==> src/rtl/fprs_cfg.svh <==
`ifndef FPRS_CFG_SVH
`define FPRS_CFG_SVH
`define FPRS_CLK_NS 4
`define FPRS_MS_NS 1000000
`define FPRS_INIT_NS 2500
`define FPRS_INIT_CYC (`FPRS_INIT_NS / `FPRS_CLK_NS)
`define FPRS_AUTO_LP_MS 500
`define FPRS_STAB_MS 2
`define FPRS_A_STAT 3'h0
`define FPRS_A_DOR 3'h2
`define FPRS_A_MSR 3'h4
`define FPRS_A_DSR 3'h4
`define FPRS_A_DATA 3'h5
`define FPRS_A_CCR 3'h7
`define FPRS_DOR_RST 8'h04
`define FPRS_DOR_NRST_BIT 2
`define FPRS_DSR_LP_BIT 6
`define FPRS_DSR_RST_BIT 7
`define FPRS_MSR_RQM_BIT 7
`define FPRS_MSR_INIT 8'h00
`define FPRS_RATE_RST 2'h0
`define FPRS_PRECOMP_RST 3'h0
`define FPRS_FIFO_LEVEL_THRESHOLD_RST 4'h0
`define FPRS_PRECOMP_START_TRACK_RST 8'h00
`endif

==> src/rtl/fprs_pkg.sv <==
`default_nettype none
package fprs_pkg;
    typedef logic [15:0] fprs_cnt_t;
    typedef enum logic [1:0] {st_init, st_run, st_down, st_wake} fprs_state_e;
endpackage
`default_nettype wire

==> src/rtl/fprs_tmr_if.sv <==
`timescale 1ns/1ps
`default_nettype none
interface fprs_tmr_if;
    import fprs_pkg::*;
    logic start;
    logic stop;
    logic tick;
    fprs_cnt_t limit;
    logic run;
    logic done;
    modport timer(input start, stop, tick, limit, output run, done);
    modport user(output start, stop, tick, limit, input run, done);
endinterface
`default_nettype wire

==> src/rtl/fprs_sequencer.sv <==
`timescale 1ns/1ps
`default_nettype none
`include "fprs_cfg.svh"
module fprs_sequencer
    import fprs_pkg::*;
#(
    parameter int MS_CYCLES = `FPRS_MS_NS / `FPRS_CLK_NS,
    parameter int STAB_MS = `FPRS_STAB_MS,
    parameter int AUTO_LP_MS = `FPRS_AUTO_LP_MS
) (
    // Clock and reset
    input wire logic ref_clk,
    input wire logic sys_rst,
    // Register port
    input wire logic [2:0] reg_addr,
    input wire logic [7:0] reg_wdata,
    input wire logic reg_wr,
    input wire logic reg_rd,
    output logic [7:0] reg_rdata,
    // Command engine data path and status
    output logic data_rd,
    output logic data_wr,
    output logic [7:0] data_wdata,
    input wire logic [7:0] data_rdata,
    input wire logic [7:0] msr_core,
    input wire logic core_idle,
    // Configure command
    input wire logic cfg_valid,
    input wire logic cfg_fifo_en,
    input wire logic [3:0] cfg_fifo_level_threshold,
    input wire logic [7:0] cfg_precomp_start_track,
    input wire logic cfg_implied_seek,
    input wire logic cfg_poll_en,
    // Mode command
    input wire logic mode_valid,
    input wire logic mode_manual_lp,
    input wire logic mode_auto_lp,
    input wire logic mode_wfifo,
    input wire logic mode_rfifo,
    input wire logic mode_burst,
    // Lock command
    input wire logic lock_valid,
    input wire logic lock_val,
    // Power and reset control
    output logic osc_run,
    output logic sep_run,
    output logic core_clk_en,
    output logic core_rst,
    output logic low_power,
    // Settings
    output logic [7:0] digital_output_reg,
    output logic [1:0] data_rate,
    output logic [2:0] precomp_sel,
    output logic fifo_en,
    output logic [3:0] fifo_level_threshold,
    output logic [7:0] precomp_start_track,
    output logic implied_seek,
    output logic poll_en,
    output logic write_fifo_setting,
    output logic read_fifo_setting,
    output logic burst_setting,
    output logic lock_flag
);
    if (MS_CYCLES < 1 || STAB_MS < 1 || STAB_MS > 65535 ||
        AUTO_LP_MS < 1 || AUTO_LP_MS > 65535) begin : g_chk
        $error("fprs_sequencer: timer parameter out of range");
    end

    localparam logic [31:0] MS_LAST = 32'(MS_CYCLES - 1);

    fprs_state_e state;
    fprs_state_e next_state;
    logic [31:0] ms_cnt;
    logic ms_tick;
    logic dsr_lp;
    logic mode_lp;
    logic dsr_rst;
    logic auto_lp_en;
    logic [1:0] ccr_rate;
    logic soft_req;
    logic lp_wr;
    logic manual_lp;
    logic msr_acc;
    logic data_acc;
    logic wake_acc;
    logic leave_down;
    logic [7:0] msr_val;
    logic [7:0] rd_mux;

    fprs_tmr_if init_t ();
    fprs_tmr_if stab_t ();
    fprs_tmr_if auto_t ();

    fprs_timer u_init (.ref_clk(ref_clk), .sys_rst(sys_rst), .t(init_t));
    fprs_timer u_stab (.ref_clk(ref_clk), .sys_rst(sys_rst), .t(stab_t));
    fprs_timer u_auto (.ref_clk(ref_clk), .sys_rst(sys_rst), .t(auto_t));

    // Decode of the host strobes.
    assign lp_wr = reg_wr && reg_addr == `FPRS_A_DSR &&
        reg_wdata[`FPRS_DSR_LP_BIT];
    assign msr_acc = reg_rd && reg_addr == `FPRS_A_MSR;
    assign data_acc = (reg_rd || reg_wr) && reg_addr == `FPRS_A_DATA;
    assign wake_acc = msr_acc || data_acc;
    assign soft_req = !digital_output_reg[`FPRS_DOR_NRST_BIT] || dsr_rst;
    assign manual_lp = dsr_lp || mode_lp || lp_wr;
    assign leave_down = state == st_down && next_state != st_down;

    // The millisecond enable runs free so that wake-up timing works even
    // though the core is halted.
    always_ff @(posedge ref_clk) begin
        if (sys_rst || ms_tick) begin
            ms_cnt <= '0;
        end else begin
            ms_cnt <= ms_cnt + 32'h0000_0001;
        end
    end
    assign ms_tick = ms_cnt == MS_LAST;

    // Initialisation timer: counts reference cycles once reset is released.
    assign init_t.tick = 1'b1;
    // Loading the count and the state change cost two cycles, so the count
    // is shortened by two to keep the ready bound after reset.
    assign init_t.limit = 16'(`FPRS_INIT_CYC - 2);
    assign init_t.stop = soft_req;
    assign init_t.start = state == st_init && !soft_req &&
        !init_t.run && !init_t.done;

    // Oscillator stabilisation timer.
    assign stab_t.tick = ms_tick;
    assign stab_t.limit = 16'(STAB_MS);
    assign stab_t.stop = soft_req;
    assign stab_t.start = state == st_down && next_state == st_wake;

    // Idle timer for automatic low power; core activity (core_idle low) restarts it.
    assign auto_t.tick = ms_tick;
    assign auto_t.limit = 16'(AUTO_LP_MS);
    assign auto_t.stop = !(state == st_run && auto_lp_en && core_idle);
    assign auto_t.start = state == st_run && auto_lp_en && core_idle &&
        !auto_t.run && !auto_t.done;

    always_comb begin
        next_state = state;
        unique case (state)
            st_init: begin
                if (!soft_req && init_t.done) begin
                    next_state = st_run;
                end
            end
            st_run: begin
                if (soft_req) begin
                    next_state = st_init;
                end else if (manual_lp || auto_t.done) begin
                    next_state = st_down;
                end
            end
            st_down: begin
                if (soft_req) begin
                    next_state = st_init;
                end else if (wake_acc) begin
                    next_state = st_wake;
                end
            end
            st_wake: begin
                if (soft_req) begin
                    next_state = st_init;
                end else if (stab_t.done) begin
                    next_state = st_run;
                end
            end
        endcase
    end

    always_ff @(posedge ref_clk) begin
        if (sys_rst) begin
            state <= st_init;
        end else begin
            state <= next_state;
        end
    end

    // Oscillator and separator stop together; the core clock enable follows
    // once the oscillator is stable on a wake-up, but at once on a software reset.
    assign osc_run = state != st_down;
    assign sep_run = state != st_down;
    assign core_clk_en = state == st_run || state == st_init;
    assign core_rst = state == st_init;
    assign low_power = state == st_down;

    // Output register: the reset bit is a level and holds as written.
    always_ff @(posedge ref_clk) begin
        if (sys_rst) begin
            digital_output_reg <= `FPRS_DOR_RST;
        end else if (reg_wr && reg_addr == `FPRS_A_DOR) begin
            digital_output_reg <= reg_wdata;
        end
    end

    // Rate register reset bit lasts one cycle only.
    always_ff @(posedge ref_clk) begin
        if (sys_rst) begin
            dsr_rst <= 1'b0;
        end else begin
            dsr_rst <= reg_wr && reg_addr == `FPRS_A_DSR &&
                reg_wdata[`FPRS_DSR_RST_BIT];
        end
    end

    // Low-power request bits; a new request wins over the clear on exit.
    always_ff @(posedge ref_clk) begin
        if (sys_rst) begin
            dsr_lp <= 1'b0;
        end else if (lp_wr) begin
            dsr_lp <= 1'b1;
        end else if (leave_down) begin
            dsr_lp <= 1'b0;
        end
    end

    // The mode bit is also dropped on exit, otherwise the OR would send
    // the device straight back down after every wake-up.
    always_ff @(posedge ref_clk) begin
        if (sys_rst) begin
            mode_lp <= 1'b0;
        end else if (mode_valid) begin
            mode_lp <= mode_manual_lp;
        end else if (leave_down) begin
            mode_lp <= 1'b0;
        end
    end

    always_ff @(posedge ref_clk) begin
        if (sys_rst) begin
            auto_lp_en <= 1'b0;
        end else if (mode_valid) begin
            auto_lp_en <= mode_auto_lp;
        end
    end

    // Data rate follows whichever of the two rate registers was last written.
    always_ff @(posedge ref_clk) begin
        if (sys_rst) begin
            data_rate <= `FPRS_RATE_RST;
            precomp_sel <= `FPRS_PRECOMP_RST;
            ccr_rate <= `FPRS_RATE_RST;
        end else if (reg_wr && reg_addr == `FPRS_A_DSR) begin
            data_rate <= reg_wdata[1:0];
            precomp_sel <= reg_wdata[4:2];
        end else if (reg_wr && reg_addr == `FPRS_A_CCR) begin
            data_rate <= reg_wdata[1:0];
            ccr_rate <= reg_wdata[1:0];
        end
    end

    always_ff @(posedge ref_clk) begin
        if (sys_rst) begin
            lock_flag <= 1'b0;
        end else if (lock_valid) begin
            lock_flag <= lock_val;
        end
    end

    // Settings that the lock protects across a software reset.
    always_ff @(posedge ref_clk) begin
        if (sys_rst || (soft_req && !lock_flag)) begin
            fifo_en <= 1'b0;
            fifo_level_threshold <= `FPRS_FIFO_LEVEL_THRESHOLD_RST;
            precomp_start_track <= `FPRS_PRECOMP_START_TRACK_RST;
        end else if (cfg_valid) begin
            fifo_en <= cfg_fifo_en;
            fifo_level_threshold <= cfg_fifo_level_threshold;
            precomp_start_track <= cfg_precomp_start_track;
        end
    end

    always_ff @(posedge ref_clk) begin
        if (sys_rst || (soft_req && !lock_flag)) begin
            write_fifo_setting <= 1'b0;
            read_fifo_setting <= 1'b0;
            burst_setting <= 1'b0;
        end else if (mode_valid) begin
            write_fifo_setting <= mode_wfifo;
            read_fifo_setting <= mode_rfifo;
            burst_setting <= mode_burst;
        end
    end

    // Seek and polling options are never protected by the lock.
    always_ff @(posedge ref_clk) begin
        if (sys_rst || soft_req) begin
            implied_seek <= 1'b0;
            poll_en <= 1'b1;
        end else if (cfg_valid) begin
            implied_seek <= cfg_implied_seek;
            poll_en <= cfg_poll_en;
        end
    end

    // Status value: all zero during initialisation, request flag held low
    // while powered down or stabilising.
    always_comb begin
        msr_val = msr_core;
        unique case (state)
            st_init: msr_val = `FPRS_MSR_INIT;
            st_run: msr_val = msr_core;
            st_down, st_wake: begin
                msr_val[`FPRS_MSR_RQM_BIT] = 1'b0;
            end
        endcase
    end

    // Data register strobes reach the core only while it runs; an access
    // in power-down only wakes the device.
    assign data_rd = reg_rd && reg_addr == `FPRS_A_DATA && state == st_run;
    assign data_wr = reg_wr && reg_addr == `FPRS_A_DATA && state == st_run;
    assign data_wdata = reg_wdata;

    always_comb begin
        rd_mux = 8'h00;
        unique case (reg_addr)
            `FPRS_A_STAT: rd_mux = {4'h0, lock_flag, auto_lp_en, state};
            `FPRS_A_DOR: rd_mux = digital_output_reg;
            `FPRS_A_MSR: rd_mux = msr_val;
            `FPRS_A_DATA: rd_mux = data_rd ? data_rdata : 8'h00;
            `FPRS_A_CCR: rd_mux = {6'h00, ccr_rate};
            default: rd_mux = 8'h00;
        endcase
    end

    always_ff @(posedge ref_clk) begin
        if (sys_rst) begin
            reg_rdata <= 8'h00;
        end else begin
            reg_rdata <= reg_rd ? rd_mux : 8'h00;
        end
    end

    localparam int INIT_MAX = 625;
endmodule // fprs_sequencer
`default_nettype wire

==> src/rtl/fprs_timer.sv <==
`timescale 1ns/1ps
`default_nettype none
module fprs_timer
    import fprs_pkg::*;
(
    // Clock and reset
    input wire logic ref_clk,
    input wire logic sys_rst,
    // Control
    fprs_tmr_if.timer t
);
    fprs_cnt_t cnt;

    // A limit of zero wraps and only expires after 65536 ticks, so callers keep it at one or more.
    always_ff @(posedge ref_clk) begin
        if (sys_rst || t.stop) begin
            cnt <= '0;
            t.run <= 1'b0;
            t.done <= 1'b0;
        end else begin
            t.done <= 1'b0;
            if (t.start) begin
                cnt <= t.limit;
                t.run <= 1'b1;
            end else if (t.run && t.tick) begin
                if (cnt == 16'h0001) begin
                    t.run <= 1'b0;
                    t.done <= 1'b1;
                end
                cnt <= cnt - 16'h0001;
            end
        end
    end
endmodule // fprs_timer
`default_nettype wire

==> config.mk <==
export PLATFORM = sky130hd
export DESIGN_NAME = fprs_sequencer
export DESIGN_NICKNAME = d
export VERILOG_FILES = /design/src/rtl/fprs_pkg.sv /design/src/rtl/fprs_tmr_if.sv /design/src/rtl/fprs_sequencer.sv /design/src/rtl/fprs_timer.sv
export VERILOG_INCLUDE_DIRS = /design/src /design/src/rtl
export SDC_FILE = /design/constraint.sdc
export NUM_CORES = 1
export LEC_CHECK = 0
export BUFFER_PORTS_ARGS = -buffer_cell sky130_fd_sc_hd__buf_2
export CAP_MARGIN = 10
export CORE_ASPECT_RATIO = 1.75
export CORE_UTILIZATION = 25
export DETAILED_ROUTE_END_ITERATION = 12
export PLACE_DENSITY_LB_ADDON = 0.08
export SYNTH_ARGS = -nofsm -noshare
export SYNTH_HDL_FRONTEND = slang
export SYNTH_HIERARCHICAL = 1
export SYNTH_SLANG_ARGS = --single-unit
export TNS_END_PERCENT = 50
==> constraint.sdc <==
create_clock -name ref_clk -period 2.59 [get_ports ref_clk]
set_clock_uncertainty 0.05 [all_clocks]
set_input_delay 0.1295 -clock ref_clk [delete_from_list [all_inputs] [get_ports ref_clk]]
set_output_delay 0.1295 -clock ref_clk [all_outputs]
set_load 0.01 [all_outputs]
==> impl_metrics.py, run 1 <==
metrics = {
    "run_status": {
        "outcome": "completed",
    },
    "synthesis": {
        "synth_compound_area_share_pct": 13.1,
        "synth-simple-area-share_pct": 26.0,
        "synth_largest_area_cell": "dfxtp_1",
        "synthMuxAreaShare_pct": 4.60,
        "ys_top_cells_by_area": "dfxtp_1 41%, xnor2_1 7.2%, nor2_1 5.2%, a21oi_1 4.7%, mux2i_1 4.6%",
        "ys_warn_count": 6,
        "synth_fa_ha_area_share_pct": 1.34,
        "synth_top_family_by_area": "simple AND/OR/NAND/NOR gates",
        "async_flop_share_pct": 0,
        "synth_xor_area_share_pct": 8.86,
        "syn_area_um2": 6530,
        "ys_ff_latch": 134,
        "synth-main-ff-cell": "dfxtp_1",
        "synth_cell_type_count": 58,
        "syn_inst": 754,
        "avgSynthCellArea_um2": 8.66,
        "synth.yosys.seq_area_share_pct": 41.1,
        "synth_edf_count": 0,
        "yosysTopAreaCellShare_pct": 41.1,
    },
    "clock_tree": {
        "cts_tree": "built",
        "clock_latency_ps": 440,
        "path_clk_slew_ps": 60,
        "htree_levels": 4,
        "clockRootBuffer": "clkbuf_16",
        "clock_sinks": 134,
        "numCtsBuffers": 17,
        "clock_tree.buffer_depth": 2,
    },
    "power_and_ir_drop": {
        "p_int_mw": 3.81,
        "seqPwrFrac_pct": 43.0,
        "ir_worst_vdd_v": 0.000475,
        "swShare_pct": 25.0,
        "p_leak_nw": 3.50,
        "power_density_nw_per_um2": 574,
        "pwr-share-comb_pct": 9.3,
        "clkPwrFrac_pct": 47.7,
        "p_sw_mw": 1.27,
    },
    "floorplanning": {
        "coreArea_um2": 25400,
        "io_pins": 111,
        "die_area_um2": 26800,
        "rows": 77,
        "start_util_pct": 25.7,
        "die_y_um": 216,
        "die_x_um": 124,
    },
    "final_layout": {
        "regArea_um2": 2690,
        "fill_cells": 2679,
        "regMostFlops": "ms_cnt",
        "fin_area_um2": 8840,
        "multiInputGateArea_um2": 3840,
        "area_growth_pct": 35.4,
        "layout.nets": 1026,
        "post_route_cells_drive_above_1_share_pct": 22.3,
        "largest_register_ffs": 32,
        "antenna_cells": 0,
    },
    "timing": {
        "fmax_mhz": 412,
        "worst_slack_ps": 165,
        "worst_slew_pin_slew_ps": 622,
        "slew_headroom_pct": 58.5,
        "fin_crit_sh_pct": 93.6,
        "finalMaxSlewViolations": 0,
        "rsz0062_at_grt": "false",
        "final.setup.tns_ps": 0,
        "setup_viol_count_final": 0,
        "hold_viol_final": 0,
        "final.min_clock_period_ps": 2430,
    },
    "global_routing": {
        "grt_antenna_before_repair": 0,
        "overflow": 0,
        "grt_pass1_wl_um": 29400,
        "grt_use_total_pct": 14.3,
        "grt_max_degree": 32,
        "grt_pass1_vias": 5943,
    },
    "run": {
        "max_cap_violations": 0,
    },
    "setup_path": {
        "path_class": "flip-flop to flip-flop",
        "cp.required_ps": 2910,
        "cp_max_fo": 6,
        "reg2reg_slack_ps": 160,
        "arrival_ps": 2750,
        "endpoint_kind": "flip-flop",
        "rr_worst_depth": 9,
        "critPathLaunchType": "flip-flop",
    },
    "detailed_routing": {
        "firstDrtPassIters": 4,
        "post_drt_wl_per_cell_um": 14.4,
        "drc": 0,
        "postRouteAntennaNets": 0,
        "avgViaCountPerCell": 4.57,
        "dr_total_vias": 5904,
        "drt_iter0_markers": 181,
        "drt-total-wl_um": 18600,
    },
    "placement": {
        "dpl_cell_area_um2": 7680,
        "port_buffers": 110,
        "place_congestion": 0.731,
        "post-place-ws_ps": -87.5,
        "place_hpwl_um": 13200,
    },
    "hold_path": {
        "min_path_type": "primary input to flip-flop",
        "hold_depth": 3,
    },
}
-- placed cells by master, fill, tap and decap left out, types with 5 or more instances in the layout --
| cell type | instances |
|---|---|
| nor4_2 | 13 |
| dfxtp_1 | 129 |
| nor2_1 | 91 |
| or3_1 | 13 |
| inv_1 | 21 |
| a31oi_1 | 6 |
| nand4_1 | 12 |
| dlygate4sd3_1 | 44 |
| nand3_1 | 28 |
| and2_1 | 5 |
| ha_1 | 6 |
| nor4_1 | 16 |
| nand2b_1 | 11 |
| o21ai_0 | 33 |
| xnor2_1 | 54 |
| conb_1 | 55 |
| nor3_1 | 26 |
| and3_1 | 5 |
| buf_2 | 110 |
| mux2i_1 | 30 |
| clkbuf_16 | 17 |
| xor2_1 | 12 |
| buf_4 | 30 |
| nand2_1 | 45 |
| a21oi_1 | 61 |
-- power groups by stage --
stage | registers (mW) | clock network, mW | logic [mW]
floorplan | 2.23 | 0 | 0.280
global placement | 2.23 | 0 | 0.428
detailed placement | 2.23 | 0 | 0.426
CTS | 2.19 | 2.53 | 0.476
global route | 2.19 | 2.59 | 0.537
finish | 2.18 | 2.42 | 0.470
-- worst paths after layout --
| kind | from | to |
|---|---|---|
| max reg2reg | ms_cnt[28] | u_auto/cnt[14] |
| min reg2reg | ms_cnt[0] | ms_cnt[0] |
| min | mode_valid | mode_lp |
| max | ms_cnt[28] | u_auto/cnt[14] |
-- cells by family (layout without fill, tap and decap cells) --
group | after synthesis | after routing
other cells | 2 | 55
fa+ha+maj | 7 | 7
simple gates | 307 | 307
flops | 134 | 134
mux | 30 | 30
xor+xnor | 66 | 66
compound gates | 138 | 138
buf+inv | 70 | 239
-- metrics by stage --
stage | utilization, % | power (mW) | std cells | hold slack (ps)
CTS | 34.3 | 5.19 | 1289 | 1.96
finish | 34.8 | 5.08 | 1292 | 15.6
floorplan | - | 2.51 | 807 | 201
detailed placement | 30.2 | 2.66 | 1213 | 312
global route | 34.8 | 5.32 | 1292 | 24.0
global placement | 30.2 | 2.66 | 1213 | 304
-- final cells by class --
class	instances	share of cell area [%]
multi-input combinational	603	43.4
sequential	134	30.5
timing repair buffer	186	14.1
clock buffer	20	5.17
tap	316	4.47
clock inverter	12	1.46
inverter	21	0.892
-- worst max-delay path: stages (launching register included) --
cell and delay [ps]:
dfxtp_1 350, nor4_2 290, nand4_1 190, nor3_2 190
buf_4 160, buf_6 100, or4bb_4 460, nor4_4 270
a31oi_1 120, a21oi_1 160
-- layer usage --
metal,GRT usage (%),wire (um)
met1,13.9,7370
met2,27.0,9990
met3,3.33,671
met4,7.26,518
met5,0,0
-- cells in the mapped netlist, drive strengths merged (6+ instances only) --
| cell | count |
|---|---|
| or4 | 8 |
| ha | 7 |
| inv | 21 |
| xor2 | 12 |
| nor3 | 27 |
| nor2 | 91 |
| dfxtp | 134 |
| nand2b | 11 |
| a31oi | 6 |
| and3 | 6 |
| o21ai | 33 |
| clkbuf | 30 |
| xnor2 | 54 |
| or3 | 14 |
| buf | 19 |
| nand2 | 45 |
| nand4 | 13 |
| nand3 | 28 |
| nor4 | 33 |
| mux2i | 30 |
| a21oi | 61 |
-- timing repair --
| action | in CTS | in global routing |
|---|---|---|
| pin swaps | 0 | 9 |
| hold buffers | 44 | 0 |
| cloned | 0 | 0 |
| setup endpoints to repair | 1 | 8 |
| resized for setup | 2 | 20 |
| buffers inserted | 0 | 3 |
| hold endpoints to repair | 46 | 0 |
No activity file was read; power rests on OpenSTA's default activity.
==> run 2, diff against run 1 <==
CTS_BUF_LIST = sky130_fd_sc_hd__clkbuf_4   (was default)
==> impl_metrics.py, run 2 (synthesis results as in run 1) <==
metrics = {
    "final_layout": {
        "most-common-layout-cells": "126 x dfxtp_1, 110 x buf_2, 91 x nor2_1",
        "post_route_cells_drive_above_1_share_pct": 21.8,
        "fin_cells": 1334,
        "regMostFlops": "ms_cnt",
        "final_util_pct": 35.2,
        "area_growth_pct": 37.0,
        "largest_register_ffs": 32,
        "fin_area_um2": 8940,
        "layout.nets": 1066,
        "final_common_cell": "dfxtp_1",
    },
    "floorplanning": {
        "die_area_um2": 26800,
        "io_pins": 111,
        "coreArea_um2": 25400,
        "rows": 77,
        "die_x_um": 124,
        "die_y_um": 216,
        "start_util_pct": 25.7,
    },
    "clock_tree": {
        "htree_levels": 4,
        "clock_latency_ps": 590,
        "numCtsBuffers": 17,
        "path_clk_slew_ps": 130,
        "clockRootBuffer": "clkbuf_4",
        "clock_sinks": 134,
        "clock_tree.buffer_depth": 2,
        "cts_tree": "built",
    },
    "hold_path": {
        "min_from": "lock_valid",
        "min_path_type": "primary input to flip-flop",
        "hold_depth": 4,
        "hold-path-endpoint": "lock_flag",
    },
    "timing": {
        "worst_slew_pin_slew_ps": 625,
        "hold_viol_final": 0,
        "slew_headroom_pct": 58.3,
        "worst_slack_ps": 148,
        "setup_viol_count_final": 0,
        "timing.hold.ws_ps": 285,
        "fin_crit_sh_pct": 94.3,
        "fmax_mhz": 410,
        "final.min_clock_period_ps": 2440,
        "finalMaxSlewViolations": 0,
    },
    "detailed_routing": {
        "postRouteAntennaNets": 0,
        "firstDrtPassIters": 4,
        "drt_iter0_markers": 190,
        "dr_total_vias": 6097,
        "drc": 0,
        "drt-total-wl_um": 18800,
        "post_drt_wl_per_cell_um": 14.1,
        "avgViaCountPerCell": 4.57,
    },
    "setup_path": {
        "arrival_ps": 2910,
        "path_class": "flip-flop to flip-flop",
        "critPathSlowestCell": "or4bb_1",
        "path_cells": "nor4_2 -> nand4_1 -> nor3_2 -> buf_4 -> buf_4 -> or4bb_1 -> nor4_4 -> a31oi_1 -> a21oi_1",
        "path_common_cell": "buf_4",
        "r2r_start": "ms_cnt[28]",
        "reg2reg_slack_ps": 150,
        "critPathTopFamily": "simple AND/OR/NAND/NOR gates",
        "r2r_end": "u_stab/cnt[14]",
        "rr_worst_depth": 9,
        "path_buf_inv": 2,
        "critPathLaunchType": "flip-flop",
        "cp.required_ps": 3060,
        "cp_max_fo": 6,
        "endpoint_kind": "flip-flop",
        "critPathMaxStageDelay_ps": 530,
        "crit_cells": 9,
    },
    "power_and_ir_drop": {
        "ir_worst_vdd_v": 0.000245,
        "p_leak_nw": 3.49,
        "power_density_nw_per_um2": 460,
    },
    "placement": {
        "port_buffers": 110,
        "dpl_cell_area_um2": 7680,
        "placedCellCount": 1213,
        "post-place-ws_ps": -87.5,
        "place_hpwl_um": 13200,
        "place_congestion": 0.731,
    },
    "run": {
        "max_cap_violations": 0,
    },
    "global_routing": {
        "grt_antenna_before_repair": 1,
        "overflow": 0,
        "grt_use_total_pct": 14.5,
        "grt_pass1_vias": 6136,
        "grt_pass1_wl_um": 29900,
        "grt_max_degree": 32,
    },
    "run_status": {
        "outcome": "completed",
    },
}
[run 2: through the flow]
| stage | total power [mW] | setup TNS, ps |
|---|---|---|
| floorplan | 2.51 | 0 |
| global placement | 2.66 | -43.7 |
| detailed placement | 2.66 | -87.5 |
| CTS | 4.22 | 0 |
| global route | 4.35 | -10.1 |
| finish | 4.11 | 0 |
[run 2: what timing repair did]
action,4_1_cts,5_1_grt
pin swaps,0,10
hold buffers,84,0
resized for setup,2,25
endpoints found under the setup margin,1,11
buffers inserted,0,3
hold endpoints to repair,52,0
[run 2: worst reg2reg max path, stage by stage, from the launching register on]
cell and delay (ps):
dfxtp_1 380, nor4_2 290, nand4_1 190, nor3_2 190, buf_4 160, buf_4 140
or4bb_1 530, nor4_4 200, a31oi_1 120, a21oi_1 150
[run 2: final cells by class]
type / instances / area (um^2)
multi-input cells: 603 / 3850
clock buffers: 18 / 135
flip-flops and latches: 134 / 2700
fillers: 2671 / 16500
repair buffers: 226 / 1650
inverters: 21 / 78.8
diodes: 2 / 5.00
clock inverters: 14 / 136
well taps: 316 / 395
[run 2: worst max-delay path by stage]
stage	from	endpoint	slack, ps
4_1_cts	ms_cnt[0]	u_auto/cnt[15]	30
5_1_grt	ms_cnt[18]	u_auto/cnt[14]	-10
6_report	ms_cnt[28]	u_stab/cnt[14]	150
3_5_place_dp	ms_cnt[0]	u_stab/cnt[15]	-90
3_3_place_gp	ms_cnt[0]	u_stab/cnt[15]	-40
2_1_floorplan	ms_cnt[0]	u_auto/cnt[15]	100
[run 2: layer usage]
layer	GRT usage (%)	routed length [um]	vias up
li1	-	-	3134
met1	13.8	7410	2821
met5	0	0	-
met2	27.9	10200	115
met4	7.50	601	0
met3	2.70	578	27
[run 2: where the power goes]
part           total [mW]  internal (mW)  switching [mW]
Combinational       0.526          0.265           0.261
Clock                1.40          0.571           0.832
Sequential           2.18           2.12          0.0600
Total                4.11           2.96            1.15
==> run 3, diff against run 2 <==
REMOVE_ABC_BUFFERS = 1   (was default)
SKIP_LAST_GASP = 1   (was default)
==> impl_metrics.py, run 3 (synthesis results as in run 1) <==
metrics = {
    "floorplanning": {
        "coreArea_um2": 25400,
        "start_util_pct": 25.7,
        "die_x_um": 124,
        "die_y_um": 216,
        "rows": 77,
        "die_area_um2": 26800,
        "io_pins": 111,
    },
    "timing": {
        "fmax_mhz": 407,
        "worst_slew_pin_slew_ps": 683,
        "final.setup.tns_ps": 0,
        "rsz0062_at_grt": "true",
        "setup_viol_count_final": 0,
        "finalMaxSlewViolations": 0,
        "fin_crit_sh_pct": 94.9,
        "final.min_clock_period_ps": 2460,
        "worst_slack_ps": 132,
        "hold_viol_final": 0,
        "slew_headroom_pct": 54.4,
    },
    "final_layout": {
        "largest_register_ffs": 32,
        "most-common-layout-cells": "133 x dfxtp_1, 110 x buf_2, 91 x nor2_1",
        "fin_area_um2": 8930,
        "post_route_cells_drive_above_1_share_pct": 21.3,
        "layout.nets": 1066,
        "regMostFlops": "ms_cnt",
        "final_common_cell": "dfxtp_1",
        "fin_cells": 1333,
        "area_growth_pct": 36.8,
    },
    "power_and_ir_drop": {
        "p_sw_mw": 1.12,
        "p_leak_nw": 3.53,
        "seqPwrFrac_pct": 51.1,
        "swShare_pct": 26.2,
        "power_density_nw_per_um2": 478,
        "pwr-share-comb_pct": 12.3,
        "p_int_mw": 3.15,
        "ir_worst_vdd_v": 0.000243,
        "clkPwrFrac_pct": 36.6,
    },
    "detailed_routing": {
        "postRouteAntennaNets": 0,
        "post_drt_wl_per_cell_um": 14.2,
        "avgViaCountPerCell": 4.55,
        "route.met2.wl_um": 10600,
        "drc": 0,
        "drt-total-wl_um": 18900,
        "firstDrtPassIters": 4,
        "wl_met1_um": 7380,
        "highest_layer": "met4",
        "drt_iter0_markers": 277,
        "met3WireLength_um": 624,
        "dr_total_vias": 6068,
    },
    "global_routing": {
        "grt_antenna_before_repair": 1,
        "grt_max_degree": 32,
        "grt_use_total_pct": 14.8,
        "grt_pass1_wl_um": 30200,
        "overflow": 0,
        "grt_pass1_vias": 6044,
    },
    "clock_tree": {
        "htree_levels": 4,
        "clock_latency_ps": 590,
        "path_clk_slew_ps": 120,
        "clock_tree.buffer_depth": 2,
        "cts_tree": "built",
        "clock_sinks": 134,
        "numCtsBuffers": 17,
        "clockRootBuffer": "clkbuf_4",
    },
    "placement": {
        "dpl_cell_area_um2": 7710,
        "place_congestion": 0.723,
        "place_hpwl_um": 13400,
        "placedCellCount": 1219,
        "post-place-ws_ps": -114,
        "port_buffers": 110,
    },
    "setup_path": {
        "endpoint": "mode_lp",
        "r2r_start": "state[0]",
        "critPathTopFamily": "buffers and inverters",
        "path_common_cell": "dlygate4sd3_1",
        "critPathMaxStageDelay_ps": 580,
        "reg2reg_slack_ps": 150,
        "path_class": "primary input to flip-flop",
        "arrival_ps": 2890,
        "critPathLaunchType": "primary input",
        "cp.required_ps": 3030,
        "critPathSlowestCell": "dlygate4sd3_1",
        "setup.worst_path.start": "reg_addr[2]",
        "r2r_end": "reg_rdata[6]",
        "crit_cells": 9,
        "path_cells": "dlygate4sd3_1 -> buf_2 -> and4bb_2 -> a2111oi_1 -> buf_4 -> o41ai_1 -> a21oi_1 -> o32ai_1 -> dlygate4sd3_1",
        "path_buf_inv": 4,
        "endpoint_kind": "flip-flop",
        "cp_max_fo": 11,
        "rr_worst_depth": 7,
    },
    "run_status": {
        "outcome": "completed",
    },
    "hold_path": {
        "min_path_type": "primary input to flip-flop",
    },
    "run": {
        "max_cap_violations": 0,
    },
}
## run 3: cell count changes in the layout (fill, tap and decap cells not counted), sizes merged
cell         delta
buf             +3
bufinv          +2
clkinvlp        -3
diode           -1
clkbuf          +1
dlygate4sd3     -3
## run 3: worst register-to-register path, delay by kind of cell, from the launching register on
| family | cells | cell delay [ps] |
|---|---|---|
| simple gates | 3 | 390 |
| flops | 1 | 500 |
| buf+inv | 3 | 1320 |
| compound gates | 1 | 140 |
## run 3: power groups by stage
stage / Combinational [mW] / Sequential (mW) / Clock, mW
floorplan: 0.233 / 2.23 / 0
global placement: 0.430 / 2.23 / 0
detailed placement: 0.429 / 2.23 / 0
CTS: 0.527 / 2.18 / 1.66
global route: 0.590 / 2.19 / 1.74
finish: 0.524 / 2.18 / 1.56
## run 3: worst min-delay path by stage
stage	start	to	slack [ps]	depth (start not counted)
2_1_floorplan	sys_rst	data_rate[0]	150	1
3_5_place_dp	cfg_poll_en	poll_en	310	3
5_1_grt	reg_addr[0]	dsr_rst	140	4
6_report	reg_addr[0]	dsr_rst	150	4
4_1_cts	reg_addr[0]	dsr_rst	60	4
3_3_place_gp	cfg_poll_en	poll_en	300	3
## run 3: stage by stage
step                      hold WS (ps)  total power, mW  util [%]
after floorplan                    149             2.46         -
after global routing               135             4.52      35.1
after global placement             301             2.66      30.3
after detailed placement           314             2.66      30.3
after CTS                         56.8             4.37      34.8
final                              145             4.27      35.1
## run 3: cell type report
type | count | area (um^2)
Timing Repair Buffer | 226 | 1620
Tap cell | 316 | 395
Sequential cell | 134 | 2680
Clock inverter | 13 | 161
Clock buffer | 19 | 143
Multi-Input combinational cell | 603 | 3840
Fill cell | 2713 | 16500
Antenna cell | 1 | 2.50
Inverter | 21 | 78.8
## run 3: per-layer routing
| layer | global-route usage, % | up-vias |
|---|---|---|
| met5 | 0 | - |
| met4 | 6.59 | 0 |
| met3 | 2.96 | 15 |
| met2 | 28.5 | 104 |
| met1 | 14.6 | 2826 |
| li1 | - | 3123 |
## run 3: what timing repair did
action                                 CTS  global route
setup endpoints to repair                2            20
resized for setup                        3            15
pin swaps                                0             2
endpoints found under the hold margin   57             0
hold buffers                            81             0
buffers inserted                         0             0
